<file path="src/vaa_map.svh">
// timing counts, widths and pattern figures for the alarm annunciator
`ifndef VAA_MAP_SVH
`define VAA_MAP_SVH
`define VAA_CLK_NS       10          // system clock period, ns
`define VAA_TICK_NS      1000000     // timer tick, ns (1 ms)
`define VAA_TICK_CYC     (`VAA_TICK_NS / `VAA_CLK_NS)
`define VAA_PW           17          // prescaler width
`define VAA_TW           17          // millisecond timer width
`define VAA_NW           4           // pulse counter width
`define VAA_ONE_MS       17'h00001   // one tick
`define VAA_RED_HALF_MS  17'h000fa   // 250 ms: two flashes per second
`define VAA_YEL_HALF_MS  17'h003e8   // 1000 ms: thirty per minute
`define VAA_GREEN_MS     17'h00064   // 100 ms green flash
`define VAA_ESC_CYCLES   2'h3        // venting cycles in a row
`define VAA_VENT_LONG_MS 17'h003e8   // 1 s of venting
`define VAA_HOLD_MS      17'h02710   // 10 s hold after last detection
`define VAA_PEEP_MS      17'h02710   // 10 s of high end pressure
`define VAA_NOACT_MS     17'h02710   // 10 s without cycle or breath
`define VAA_TONE_ON_MS   17'h00064   // tone pulse length
`define VAA_TONE_OFF_MS  17'h00064   // space between pulses
`define VAA_SPLIT_MS     17'h001f4   // space between the two bursts
`define VAA_HI_PULSES    4'ha        // two bursts of five
`define VAA_HI_SPLIT     4'h5        // pulse after which the split falls
`define VAA_MED_PULSES   4'h3        // one burst of three
`define VAA_SLOW_MS      17'h02710   // 6 bursts per minute
`define VAA_FAST_MS      17'h01388   // 12 bursts per minute
`define VAA_RAMP_FROM_MS 17'h0ea60   // ramp starts at 60 s
`define VAA_RAMP_TO_MS   17'h1d4c0   // ramp ends at 120 s
`define VAA_RAMP_DIV     4'hc        // shorten period 1 ms per 12 ms
`endif

</file>
<file path="src/vaa_pkg.sv">
// types shared by the alarm annunciator
package vaa_pkg;
    // sounder sequencer states, one-hot
    typedef enum logic [3:0] {
        SND_IDLE = 4'h1,
        SND_TONE = 4'h2,
        SND_GAP  = 4'h4,
        SND_WAIT = 4'h8
    } vaa_snd_t;
    // pneumatic sensing inputs
    typedef struct packed {
        logic relief_vent;   // relief valve venting to atmosphere
        logic press_above;   // inflation pressure above threshold
        logic demand_breath; // demand detector sees a breath
        logic peep_high;     // end-expiratory pressure over limit
    } vaa_sense_t;
    // lamp drives, high lights the lamp
    typedef struct packed {
        logic red;           // high inflation pressure
        logic yellow;        // low pressure or disconnect
        logic cycle;         // cycle indicator, green
        logic breath;        // breathing detect, green
    } vaa_lamp_t;
endpackage

</file>
<file path="src/vaa_annunciator.sv">
// alarm annunciation: lamps and sounder patterns for a gas ventilator
// Overview of operation
// [RL1] red lamp blinks 2 Hz while venting
// [RL2] 3 cycles or 1 s escalates alarm
// [RL3] escalation holds 10 s then clears
// [RL4] high end pressure 10 s escalates too
// [RL5] 10 s inactivity: yellow 30/min, medium sound
// [RL6] breath lights green lamp 100 ms
// [RL7] threshold rise flashes cycle lamp 100 ms
// [RL8] high sound: two bursts of five, 6/min
// [RL9] medium sound: three pulses, 6/min first minute
// [RL10] second minute rate ramps to 12/min
// [RL11] high pattern wins; lamps stay independent
`timescale 1ns/1ps
`include "vaa_map.svh"

module vaa_annunciator #(
    parameter int unsigned TICK_CYC = `VAA_TICK_CYC // cycles per 1 ms tick
) (
    input  wire logic                clk_sys,
    input  wire logic                arst_n,
    input  wire vaa_pkg::vaa_sense_t sense,
    output vaa_pkg::vaa_lamp_t       lamp,
    output logic                     sounder,
    output logic                     hi_alarm,
    output logic                     med_alarm
);

    // last prescaler count before a tick
    localparam logic [`VAA_PW-1:0] TICK_LAST = `VAA_PW'(TICK_CYC - 1);

    logic [`VAA_PW-1:0] pre;        // tick prescaler
    logic               press_q;    // threshold input, last cycle
    logic               breath_q;   // demand input, last cycle
    logic               vent_seen;  // venting seen in this breath cycle
    logic [1:0]         vent_run;   // breath cycles in a row with venting
    logic [`VAA_TW-1:0] vent_ms;    // length of the present venting
    logic [`VAA_TW-1:0] peep_ms;    // length of high end pressure
    logic [`VAA_TW-1:0] hold_ms;    // escalation hold time left
    logic [`VAA_TW-1:0] noact_ms;   // time since last cycle or breath
    logic [`VAA_TW-1:0] med_age;    // age of the medium alarm
    logic [`VAA_TW-1:0] med_per;    // present medium burst period
    logic [`VAA_NW-1:0] ramp_cnt;   // divides the ramp steps
    logic [`VAA_TW-1:0] red_ms;     // red blink phase timer
    logic               red_ph;     // red blink phase, high is lit
    logic [`VAA_TW-1:0] yel_ms;     // yellow blink phase timer
    logic               yel_ph;     // yellow blink phase
    logic [`VAA_TW-1:0] green_ms [2]; // green one-shots: 0 cycle, 1 breath
    vaa_pkg::vaa_snd_t  snd_st;     // sounder sequencer state
    logic [`VAA_NW-1:0] pulse_n;    // pulse number within the pattern
    logic [`VAA_TW-1:0] ph_ms;      // time spent in tone or space
    logic [`VAA_TW-1:0] per_ms;     // time since burst start
    logic               snd_hi;     // pattern of the running burst

    // decoded events and levels
    wire tick      = (pre == TICK_LAST);
    wire cyc_rise  = sense.press_above & ~press_q;
    wire brth_rise = sense.demand_breath & ~breath_q;
    wire run_full  = (vent_run == `VAA_ESC_CYCLES);
    wire vent_long = (vent_ms >= `VAA_VENT_LONG_MS);
    wire peep_long = (peep_ms >= `VAA_PEEP_MS);
    // any venting seen while escalated renews the hold
    wire relief_det = sense.relief_vent
                    & (run_full | vent_long | hi_alarm);
    wire peep_det   = sense.peep_high & peep_long;
    wire esc_det    = relief_det | peep_det;
    wire in_ramp    = (med_age >= `VAA_RAMP_FROM_MS)
                    & (med_age < `VAA_RAMP_TO_MS);
    wire ramp_step  = tick & med_alarm & in_ramp
                    & (ramp_cnt == `VAA_RAMP_DIV - 4'h1);
    wire any_alarm  = hi_alarm | med_alarm;

    assign hi_alarm  = (hold_ms != '0); // [RL3]
    assign med_alarm = (noact_ms == `VAA_NOACT_MS); // [RL5]

    // sounder pattern decode for the running burst
    wire [`VAA_NW-1:0] pulses_all = snd_hi ? `VAA_HI_PULSES
                                           : `VAA_MED_PULSES; // [RL8] [RL9]
    wire [`VAA_TW-1:0] space_len  =
        (snd_hi && pulse_n == `VAA_HI_SPLIT) ? `VAA_SPLIT_MS
                                             : `VAA_TONE_OFF_MS; // [RL8]
    wire [`VAA_TW-1:0] period     = snd_hi ? `VAA_SLOW_MS : med_per;
    wire               ph_end     = tick & (ph_ms + `VAA_ONE_MS >=
                                   (snd_st == vaa_pkg::SND_TONE ?
                                    `VAA_TONE_ON_MS : space_len));
    wire               last_pulse = (pulse_n == pulses_all);

    // 1 ms tick prescaler
    always_ff @(posedge clk_sys or negedge arst_n)
    begin
        if (!arst_n)
            pre <= '0;
        else
            pre <= tick ? '0 : pre + `VAA_PW'(1);
    end

    // edge detection on the pneumatic switches
    always_ff @(posedge clk_sys or negedge arst_n)
    begin
        if (!arst_n)
        begin
            press_q  <= 1'b0;
            breath_q <= 1'b0;
        end
        else
        begin
            press_q  <= sense.press_above;
            breath_q <= sense.demand_breath;
        end
    end

    // count breath cycles in a row that saw the relief valve vent
    always_ff @(posedge clk_sys or negedge arst_n)
    begin
        if (!arst_n)
        begin
            vent_seen <= 1'b0;
            vent_run  <= '0;
        end
        else if (cyc_rise)
        begin
            // a cycle without venting breaks the run
            vent_run  <= (vent_seen | sense.relief_vent)
                       ? (run_full ? vent_run : vent_run + 2'h1)
                       : '0; // [RL2]
            vent_seen <= sense.relief_vent;
        end
        else
            vent_seen <= vent_seen | sense.relief_vent;
    end

    // venting duration, saturates at the escalation time
    always_ff @(posedge clk_sys or negedge arst_n)
    begin
        if (!arst_n)
            vent_ms <= '0;
        else if (!sense.relief_vent)
            vent_ms <= '0;
        else if (tick && !vent_long)
            vent_ms <= vent_ms + `VAA_ONE_MS; // [RL2]
    end

    // high end pressure duration, must be unbroken
    always_ff @(posedge clk_sys or negedge arst_n)
    begin
        if (!arst_n)
            peep_ms <= '0;
        else if (!sense.peep_high)
            peep_ms <= '0;
        else if (tick && !peep_long)
            peep_ms <= peep_ms + `VAA_ONE_MS; // [RL4]
    end

    // escalation hold: reloaded on each detection, runs down after
    always_ff @(posedge clk_sys or negedge arst_n)
    begin
        if (!arst_n)
            hold_ms <= '0;
        else if (esc_det)
            hold_ms <= `VAA_HOLD_MS; // [RL2] [RL4]
        else if (tick && hi_alarm)
            hold_ms <= hold_ms - `VAA_ONE_MS; // [RL3]
    end

    // inactivity timer; starts at power-on, so an idle unit alarms
    always_ff @(posedge clk_sys or negedge arst_n)
    begin
        if (!arst_n)
            noact_ms <= '0;
        else if (cyc_rise || brth_rise)
            noact_ms <= '0; // [RL5]
        else if (tick && !med_alarm)
            noact_ms <= noact_ms + `VAA_ONE_MS;
    end

    // medium alarm age, saturates once the ramp is over
    always_ff @(posedge clk_sys or negedge arst_n)
    begin
        if (!arst_n)
            med_age <= '0;
        else if (!med_alarm)
            med_age <= '0;
        else if (tick && med_age < `VAA_RAMP_TO_MS)
            med_age <= med_age + `VAA_ONE_MS;
    end

    // medium period: slow for a minute, then shortened in steps
    // of 1 ms every 12 ms, reaching the fast rate at two minutes
    always_ff @(posedge clk_sys or negedge arst_n)
    begin
        if (!arst_n)
        begin
            med_per  <= `VAA_SLOW_MS;
            ramp_cnt <= '0;
        end
        else if (!med_alarm)
        begin
            med_per  <= `VAA_SLOW_MS; // [RL9]
            ramp_cnt <= '0;
        end
        else if (ramp_step)
        begin
            ramp_cnt <= '0;
            if (med_per > `VAA_FAST_MS)
                med_per <= med_per - `VAA_ONE_MS; // [RL10]
        end
        else if (tick && in_ramp)
            ramp_cnt <= ramp_cnt + `VAA_NW'(1);
    end

    // red blink, restarts lit each time venting begins
    always_ff @(posedge clk_sys or negedge arst_n)
    begin
        if (!arst_n)
        begin
            red_ms <= '0;
            red_ph <= 1'b1;
        end
        else if (!sense.relief_vent)
        begin
            red_ms <= '0;
            red_ph <= 1'b1;
        end
        else if (tick)
        begin
            if (red_ms + `VAA_ONE_MS >= `VAA_RED_HALF_MS)
            begin
                red_ms <= '0;
                red_ph <= ~red_ph; // [RL1]
            end
            else
                red_ms <= red_ms + `VAA_ONE_MS;
        end
    end

    // yellow blink, restarts lit when the disconnect alarm rises
    always_ff @(posedge clk_sys or negedge arst_n)
    begin
        if (!arst_n)
        begin
            yel_ms <= '0;
            yel_ph <= 1'b1;
        end
        else if (!med_alarm)
        begin
            yel_ms <= '0;
            yel_ph <= 1'b1;
        end
        else if (tick)
        begin
            if (yel_ms + `VAA_ONE_MS >= `VAA_YEL_HALF_MS)
            begin
                yel_ms <= '0;
                yel_ph <= ~yel_ph; // [RL5]
            end
            else
                yel_ms <= yel_ms + `VAA_ONE_MS;
        end
    end

    // green one-shots; a new edge retriggers the full flash
    for (genvar g = 0; g < 2; g++)
    begin : g_green
        wire trig = (g == 0) ? cyc_rise : brth_rise;
        always_ff @(posedge clk_sys or negedge arst_n)
        begin
            if (!arst_n)
                green_ms[g] <= '0;
            else if (trig)
                green_ms[g] <= `VAA_GREEN_MS; // [RL6] [RL7]
            else if (tick && green_ms[g] != '0)
                green_ms[g] <= green_ms[g] - `VAA_ONE_MS;
        end
    end

    // sounder sequencer next state
    vaa_pkg::vaa_snd_t  next_st;
    logic [`VAA_NW-1:0] next_pulse;
    logic               next_hi;
    logic               start;      // a new burst begins
    always_comb
    begin
        next_st    = snd_st;
        next_pulse = pulse_n;
        next_hi    = snd_hi;
        start      = 1'b0;
        unique case (snd_st)
            vaa_pkg::SND_IDLE:
                start = any_alarm;
            vaa_pkg::SND_TONE:
                if (ph_end)
                    next_st = last_pulse ? vaa_pkg::SND_WAIT
                                         : vaa_pkg::SND_GAP;
            vaa_pkg::SND_GAP:
                if (ph_end)
                begin
                    next_st    = vaa_pkg::SND_TONE;
                    next_pulse = pulse_n + `VAA_NW'(1);
                end
            vaa_pkg::SND_WAIT:
                // a high alarm does not wait out a medium period
                start = (per_ms >= period) | (hi_alarm & ~snd_hi); // [RL11]
        endcase
        if (start)
        begin
            next_st    = vaa_pkg::SND_TONE;
            next_pulse = `VAA_NW'(1);
            next_hi    = hi_alarm; // [RL11]
        end
        if (!any_alarm)
            next_st = vaa_pkg::SND_IDLE;
    end

    // sounder sequencer registers
    always_ff @(posedge clk_sys or negedge arst_n)
    begin
        if (!arst_n)
        begin
            snd_st  <= vaa_pkg::SND_IDLE;
            pulse_n <= '0;
            snd_hi  <= 1'b0;
            ph_ms   <= '0;
            per_ms  <= '0;
        end
        else
        begin
            snd_st  <= next_st;
            pulse_n <= next_pulse;
            snd_hi  <= next_hi;
            ph_ms   <= (start || ph_end) ? '0
                     : (tick ? ph_ms + `VAA_ONE_MS : ph_ms);
            per_ms  <= start ? '0
                     : (tick ? per_ms + `VAA_ONE_MS : per_ms); // [RL8]
        end
    end

    // registered outputs; escalation shows the red lamp steady
    always_ff @(posedge clk_sys or negedge arst_n)
    begin
        if (!arst_n)
        begin
            lamp    <= '0;
            sounder <= 1'b0;
        end
        else
        begin
            lamp.red    <= hi_alarm | (sense.relief_vent & red_ph); // [RL1] [RL2]
            lamp.yellow <= med_alarm & yel_ph; // [RL5]
            lamp.cycle  <= (green_ms[0] != '0); // [RL7]
            lamp.breath <= (green_ms[1] != '0); // [RL6]
            sounder     <= (next_st == vaa_pkg::SND_TONE);
        end
    end

endmodule

</file>
<file path="config.mk">
export PLATFORM = sky130hd
export DESIGN_NAME = vaa_annunciator
export DESIGN_NICKNAME = d
export VERILOG_FILES = /design/src/vaa_pkg.sv /design/src/vaa_annunciator.sv
export VERILOG_INCLUDE_DIRS = /design/src
export SDC_FILE = /design/constraint.sdc
export NUM_CORES = 1
export LEC_CHECK = 0
export CORE_ASPECT_RATIO = 1.4
export CORE_UTILIZATION = 38
export DETAILED_ROUTE_END_ITERATION = 8
export DONT_BUFFER_PORTS = 1
export SLEW_MARGIN = 20
export SYNTH_ARGS = -nofsm -noshare
export SYNTH_HDL_FRONTEND = slang
export SYNTH_SLANG_ARGS = --single-unit
</file>
<file path="constraint.sdc">
create_clock -name clk_sys -period 8.9 [get_ports clk_sys]
set_input_delay 1.335 -clock clk_sys [delete_from_list [all_inputs] [get_ports clk_sys]]
set_output_delay 1.335 -clock clk_sys [all_outputs]
set_load 0.02 [all_outputs]
</file>
Word-level counts from Yosys, hierarchy flattened --
Index checks and enable logic that the tools add are counted.
Word-level totals: output and inout bits 7, register bits after elaboration 246, word-level logic and storage cells 183
Cells by class: reductions and logical operators 30, equality and inequality tests 22, add/sub/neg operators 16, mux-type cells 54, bitwise gates (word level) 24, order comparisons 9
Operator list (count):
- $mux W17 | 29
- $add A17 B1 Y17 const B | 9
- $sub A17 B1 Y17 const B | 4
- $reduce_bool A17 Y1 | 3
- $mux W4 | 12
- $ge A17 B10 Y1 const B | 2
- $mux W9 | 2
- $ne A2 B1 Y1 const B | 9
- $eq A17 B14 Y1 const B | 1
- $eq A17 B17 Y1 const B | 1
- $ge A17 B14 Y1 const B | 1
- $ge A17 B16 Y1 const B | 1
- $ge A17 B17 Y1 | 1
- $ge A17 B8 Y1 const B | 1
- $ge A17 B9 Y1 | 1
- $gt A17 B13 Y1 const B | 1
- $lt A17 B17 Y1 const B | 1
- $reduce_bool A2 Y1 | 8
- $and A1 B1 Y1 | 12
- $reduce_and A2 Y1 | 5
- $logic_and A1 B1 Y1 | 9
- $add A4 B1 Y4 const B | 2
- $eq A4 B2 Y1 const B | 2
- $eq A4 B3 Y1 const B | 2
- other kinds (15) | 36

Logic depth before layout (Yosys ltp) --
word-level depth 11, depth in mapped cells 14, mapped depth without buffers 11

Worst setup path before layout --
Ideal clock, no wire load.
path kind flip-flop to output port, start register hold_ms[0], end output hi_alarm, arrival time 1741 ps, path slack 5824 ps, data required time 7565 ps, cell stages (with the launch flop) 7, path buffers 1, cell sequence dfrtp_1 -> inv_1 -> ha_1 -> nor3b_1 -> nand3_1 -> or4b_2 -> clkbuf_1
Between the ends: cells in the longest elaborated chain, start to end 1
RTL lines:
- from (decl) | line vaa_annunciator.sv:39 | logic [`VAA_TW-1:0] hold_ms;
- from (signal assigned) | line vaa_annunciator.sv:160 | hold_ms <= `VAA_HOLD_MS;
- from (signal assigned) | line vaa_annunciator.sv:162 | hold_ms <= hold_ms - `VAA_ONE_MS;
- $reduce_bool A17 Y1 | line vaa_annunciator.sv:73 | assign hi_alarm = (hold_ms != '0);
- to (decl) | line vaa_annunciator.sv:25 | output logic hi_alarm,
Every way passes these cells.

Final worst setup path --
start register noact_ms[0], end register ph_ms[0]
Between the ends: cells in the longest elaborated chain, start to end 5, elaborated cells on any way between the ends 6, those cells by class eq/ne: 1; mux: 2; bitwise: 1; reduce/logical: 2
RTL lines:
- from (decl) | line vaa_annunciator.sv:40 | logic [`VAA_TW-1:0] noact_ms;
- from (signal assigned) | line vaa_annunciator.sv:173 | noact_ms <= noact_ms + `VAA_ONE_MS;
- $eq A17 B14 Y1 (no line) (*)
- named net med_alarm | line vaa_annunciator.sv:26 | output logic med_alarm
- $or A1 B1 Y1 (*) | line vaa_annunciator.sv:71 | wire any_alarm = hi_alarm | med_alarm;
- $pmux W1 S2 (*) | line vaa_annunciator.sv:287 | unique case (snd_st)
- $logic_or A1 B1 Y1 (*) | line vaa_annunciator.sv:330 | ph_ms <= (start || ph_end) ? '0
- $mux W17 / $reduce_bool A2 Y1 (equally long branches)
- to (signal assigned) | line vaa_annunciator.sv:330
- to (decl) | line vaa_annunciator.sv:51 | logic [`VAA_TW-1:0] ph_ms;
Mark *: on every way through the listed nets, which the timed path passes. The rest lies on a longest branch. A chain may end at the register's enable or synchronous reset.

==> PnR_summary.wiki <==
{| class="wikitable"
! Metric !! Value
|-
| CP Data Required Time || about 9.3 ns
|-
| Placer Congestion || 0.7933
|-
| Number of gates resized after cts || 0
|-
| Synthesized-area fraction occupied by ao, oa, aoi and oai cells || between 10% and 20%
|-
| Unrepaired setup endpoints after global routing || no
|-
| Main synth FF type || sky130_fd_sc_hd__dfrtp_1
|-
| Placeable core region || 34030 µm²
|-
| Static leakage || 6.194 nW
|-
| Synthesized instance count || approximately 1400
|-
| Fraction of synthesis flops using an asynchronous set or reset pin || 100.0%
|-
| Smallest hold slack || 0.4732 ns
|-
| Number of maximum-capacitance constraint violations || 0
|-
| Synthesized area || 13130 µm²
|-
| Cell Area, Placed || about 14000 µm²
|-
| Number of H-tree branching levels || 1
|-
| Unique masters post-synth || between 70 and 80
|-
| Final instance area || roughly 14000 µm²
|-
| Antenna diodes || 0
|-
| Residual DRC || 0
|-
| Area Growth Syn to Fin || 9.956%
|-
| First-pass GRT wire length || 45950 µm
|-
| Logic gate share of total power || 1.3%
|-
| Count of flip-flops with a built-in enable after synthesis || 0
|-
| Arrival time worst endpoint || 4.56 ns
|-
| Largest family of logic cells by synthesized area || simple AND/OR/NAND/NOR gates
|-
| Post-placement setup slack || 4.708 ns
|-
| Die ar. || 35320 µm²
|-
| Net switching power of the design || about 0.48 mW
|-
| Hold bufs inserted after CTS || 0
|-
| Die extent in y || roughly 220 µm
|-
| Final Cycle Share || approximately 46%
|-
| Power density cells || 162.0 nW/µm²
|-
| Buffer cell driving the clock tree root || sky130_fd_sc_hd__clkbuf_16
|-
| Origin of the worst setup path || noact_ms[0]$_DFFE_PN0P_
|-
| Synth area leader || sky130_fd_sc_hd__dfrtp_1
|-
| Drt wl/cell || 14.36 µm
|-
| Sequential cell area fraction in the yosys report || a little under half
|-
| Count of synthesis-stage warnings from yosys || 0
|-
| Power Internal || 1.855 mW
|-
| Max FO, Critical Path || 44
|-
| CTS clk-pin slew, worst paths || 0.06 ns
|-
| Number of buffers on the longest clock path || 3
|-
| Multiplexer share of the synthesized area || less than 1%
|-
| Die X || roughly 160 µm
|-
| Parity-gate share of the synthesized area counting xor and xnor cells || 8.336%
|-
| Worst-case setup margin in the final layout || 4.780 ns
|-
| Number of slew-limit violations in the final report || 0
|-
| Ratio of cells with drive above 1 in the final layout || 6.227%
|-
| Area share of and/or/nand/nor cells after synthesis || 25.86%
|-
| Arithmetic-cell share of the synthesized area counting full adders, half adders and majority gates || approximately 4.0%
|-
| Startpoint of the tightest hold check path || pre[4]$_DFF_PN0_
|-
| Via count of the first global-routing pass || 9655
|-
| Outcome || completed
|-
| Clk Latency, worst-skew pair || roughly 0.56 ns
|-
| Number of setup buffers added after CTS || 0
|-
| CP endpoint kind || flop
|-
| Startpoint of the lowest-slack register-to-register path || noact_ms[0]$_DFFE_PN0P_
|-
| 1st-iter DRT viols || between 400 and 500
|-
| Number of buffers added on ports || 0
|-
| Half-perimeter wire length after placement || 16950 µm
|-
| Kind of critical path || reg -> reg
|-
| Most frequent cell after synthesis || sky130_fd_sc_hd__dfrtp_1
|-
| Total congestion overflow after global routing || 0
|-
| Clock Power Share || 50.3%
|-
| GRT Total Usage || 15.28%
|-
| Class of the tightest hold or removal check || reg -> reg
|-
| Syn_area_per_cell || around 9.5 µm²
|-
| CTS tree || yes
|-
| Sequential power share || 48.4%
|-
| TritonCTS Buffers || 26
|-
| Pin count of the biggest net entering global routing || 247
|-
| Maximum achievable frequency || 242.7 MHz
|-
| Via density || 5.336
|-
| Area contributors post-synth || sky130_fd_sc_hd__dfrtp_1, sky130_fd_sc_hd__nor2_1, sky130_fd_sc_hd__xor2_1
|-
| Final worst clock skew || 0.01759 ns
|-
| Number of nets still failing antenna checks after routing || 0
|-
| Net count after synthesis || 1436
|-
| Measured slew at the worst slew-check pin || 0.9912 ns
|-
| Initial antenna violation count || 0
|-
| Relative slew slack || 32.21%
|-
| Post-synth top area share || 45.35%
|-
| Layout net count || 1411
|-
| Switching share of power || between 20% and 30%
|-
| Synth top cells by count || sky130_fd_sc_hd__dfrtp_1, sky130_fd_sc_hd__nor2_1, sky130_fd_sc_hd__nand2_1
|-
| Number of primary I/O pins || 13
|-
| Pre-antenna DRT Iters || 5
|-
| Number of rows in the core area || 80
|-
| Flop and latch count out of synthesis || approximately 250
|-
| Fill count || 3303
|-
| Startpoint kind of the worst setup timing path || flop
|-
| Finish-stage setup viols || 0
|-
| Setup TNS after final layout || 0 ns
|-
| Worst supply voltage drop on vdd || 0.0001478 V
|-
| Routed WL || roughly 26000 µm
|-
| Total number of vias || between 9000 and 10000
|-
| Initial core utilization || 38.59%
|-
| Minimum period implied by the final worst setup slack || 4.120 ns
|-
| Num Clock Sinks || 246
|-
| Final number of hold-violating endpoints || 0
|}
## final timing paths
path | endpoint | slack, ns | cells past startpoint
min in group asynchronous | ph_ms[9]$_DFFE_PN0P_ | 0.50 | 0
max in group asynchronous | vent_ms[0]$_DFFE_PN0P_ | 7.95 | 0
hold reg to reg | pre[4]$_DFF_PN0_ | 0.47 | 1
hold / removal | pre[4]$_DFF_PN0_ | 0.47 | 1
setup reg to reg | ph_ms[0]$_DFFE_PN0P_ | 4.78 | 12
setup / recovery | ph_ms[0]$_DFFE_PN0P_ | 4.78 | 12
## critical path, stage by stage (launching register included)
cell,delay (ns)
sky130_fd_sc_hd__dfrtp_1,0.39
sky130_fd_sc_hd__inv_1,0.09
sky130_fd_sc_hd__ha_1,0.15
sky130_fd_sc_hd__nor4bb_1,0.28
sky130_fd_sc_hd__nand4_2,0.11
sky130_fd_sc_hd__buf_4,0.29
sky130_fd_sc_hd__inv_2,0.36
sky130_fd_sc_hd__o311a_1,0.22
sky130_fd_sc_hd__a21oi_1,0.04
sky130_fd_sc_hd__or3_1,0.35
sky130_fd_sc_hd__a31oi_4,0.81
sky130_fd_sc_hd__nor2_1,0.49
sky130_fd_sc_hd__mux2_2,0.39
## final cells by class
type	instances	area (µm²)	share of cell area (%)
Clock buffer	38	775.7	5.372
Clock inverter	8	157.7	1.092
Inverter	44	165.2	1.144
Multi-Input combinational cell	1041	6583	45.58
Sequential cell	246	6166	42.70
Tap cell	451	564.3	3.907
Timing Repair Buffer	4	30.03	0.2079
## power groups by stage
stage,Sequential (mW),Combinational (mW),Clock (mW)
2_1_floorplan,1.15,0.0259,0
3_3_place_gp,1.15,0.0300,0
3_5_place_dp,1.15,0.0308,0
4_1_cts,1.13,0.0307,1.22
5_1_grt,1.13,0.0352,1.25
6_report,1.13,0.0300,1.18
## sequential cells by signal, summed over array words and instances, names as in the netlist, 17 cells and up
| signal | cells |
|---|---|
| peep_ms | 17 |
| vent_ms | 17 |
| med_per | 17 |
| red_ms | 17 |
| ph_ms | 17 |
| pre | 17 |
| noact_ms | 17 |
| hold_ms | 17 |
| green_ms | 34 |
| yel_ms | 17 |
| med_age | 17 |
| per_ms | 17 |
## per-layer routing
layer | share of wire [%] | GRT usage (%)
met1 | 45 | 18.74
met2 | 50 | 27.38
met3 | 3.0 | 2.189
met4 | 2.3 | 5.025
met5 | 0 | 0
## through the flow
stage	power (mW)	cells	utilization (%)
global placement	1.182	1786	39.68
global route	2.422	1832	42.43
floorplan	1.177	1388	-
CTS	2.380	1832	42.43
finish	2.339	1832	42.43
detailed placement	1.183	1786	39.69
## logic make-up (layout without fill, tap and decap cells)
kind of cell               after synthesis  count (layout)
muxes                                    8               8
buffers and inverters                  101              94
and+or+nand+nor                        641             641
AOI/OAI and AO/OA                      225             225
xor gates and xnor gates               125             125
DFF                                    246             246
adders and majority gates               42              42
## cell usage in the layout, fill, tap and decap left out, types with 26 or more instances in the layout
| cell type | Yosys | final |
|---|---|---|
| sky130_fd_sc_hd__nand3_1 | 61 | 61 |
| sky130_fd_sc_hd__o21ai_0 | 65 | 65 |
| sky130_fd_sc_hd__a21oi_1 | 50 | 50 |
| sky130_fd_sc_hd__nand2_1 | 99 | 99 |
| sky130_fd_sc_hd__dfrtp_1 | 238 | 238 |
| sky130_fd_sc_hd__nand4_1 | 41 | 41 |
| sky130_fd_sc_hd__inv_1 | 43 | 43 |
| sky130_fd_sc_hd__nand2b_1 | 30 | 30 |
| sky130_fd_sc_hd__clkbuf_16 | 0 | 26 |
| sky130_fd_sc_hd__xor2_1 | 65 | 65 |
| sky130_fd_sc_hd__or3_1 | 28 | 28 |
| sky130_fd_sc_hd__and2_1 | 35 | 35 |
| sky130_fd_sc_hd__ha_1 | 42 | 42 |
| sky130_fd_sc_hd__nor3_1 | 35 | 35 |
| sky130_fd_sc_hd__xnor2_1 | 60 | 60 |
| sky130_fd_sc_hd__and3_1 | 48 | 48 |
| sky130_fd_sc_hd__nor2_1 | 163 | 163 |
Note: power is estimated with default switching activity, not from simulation.
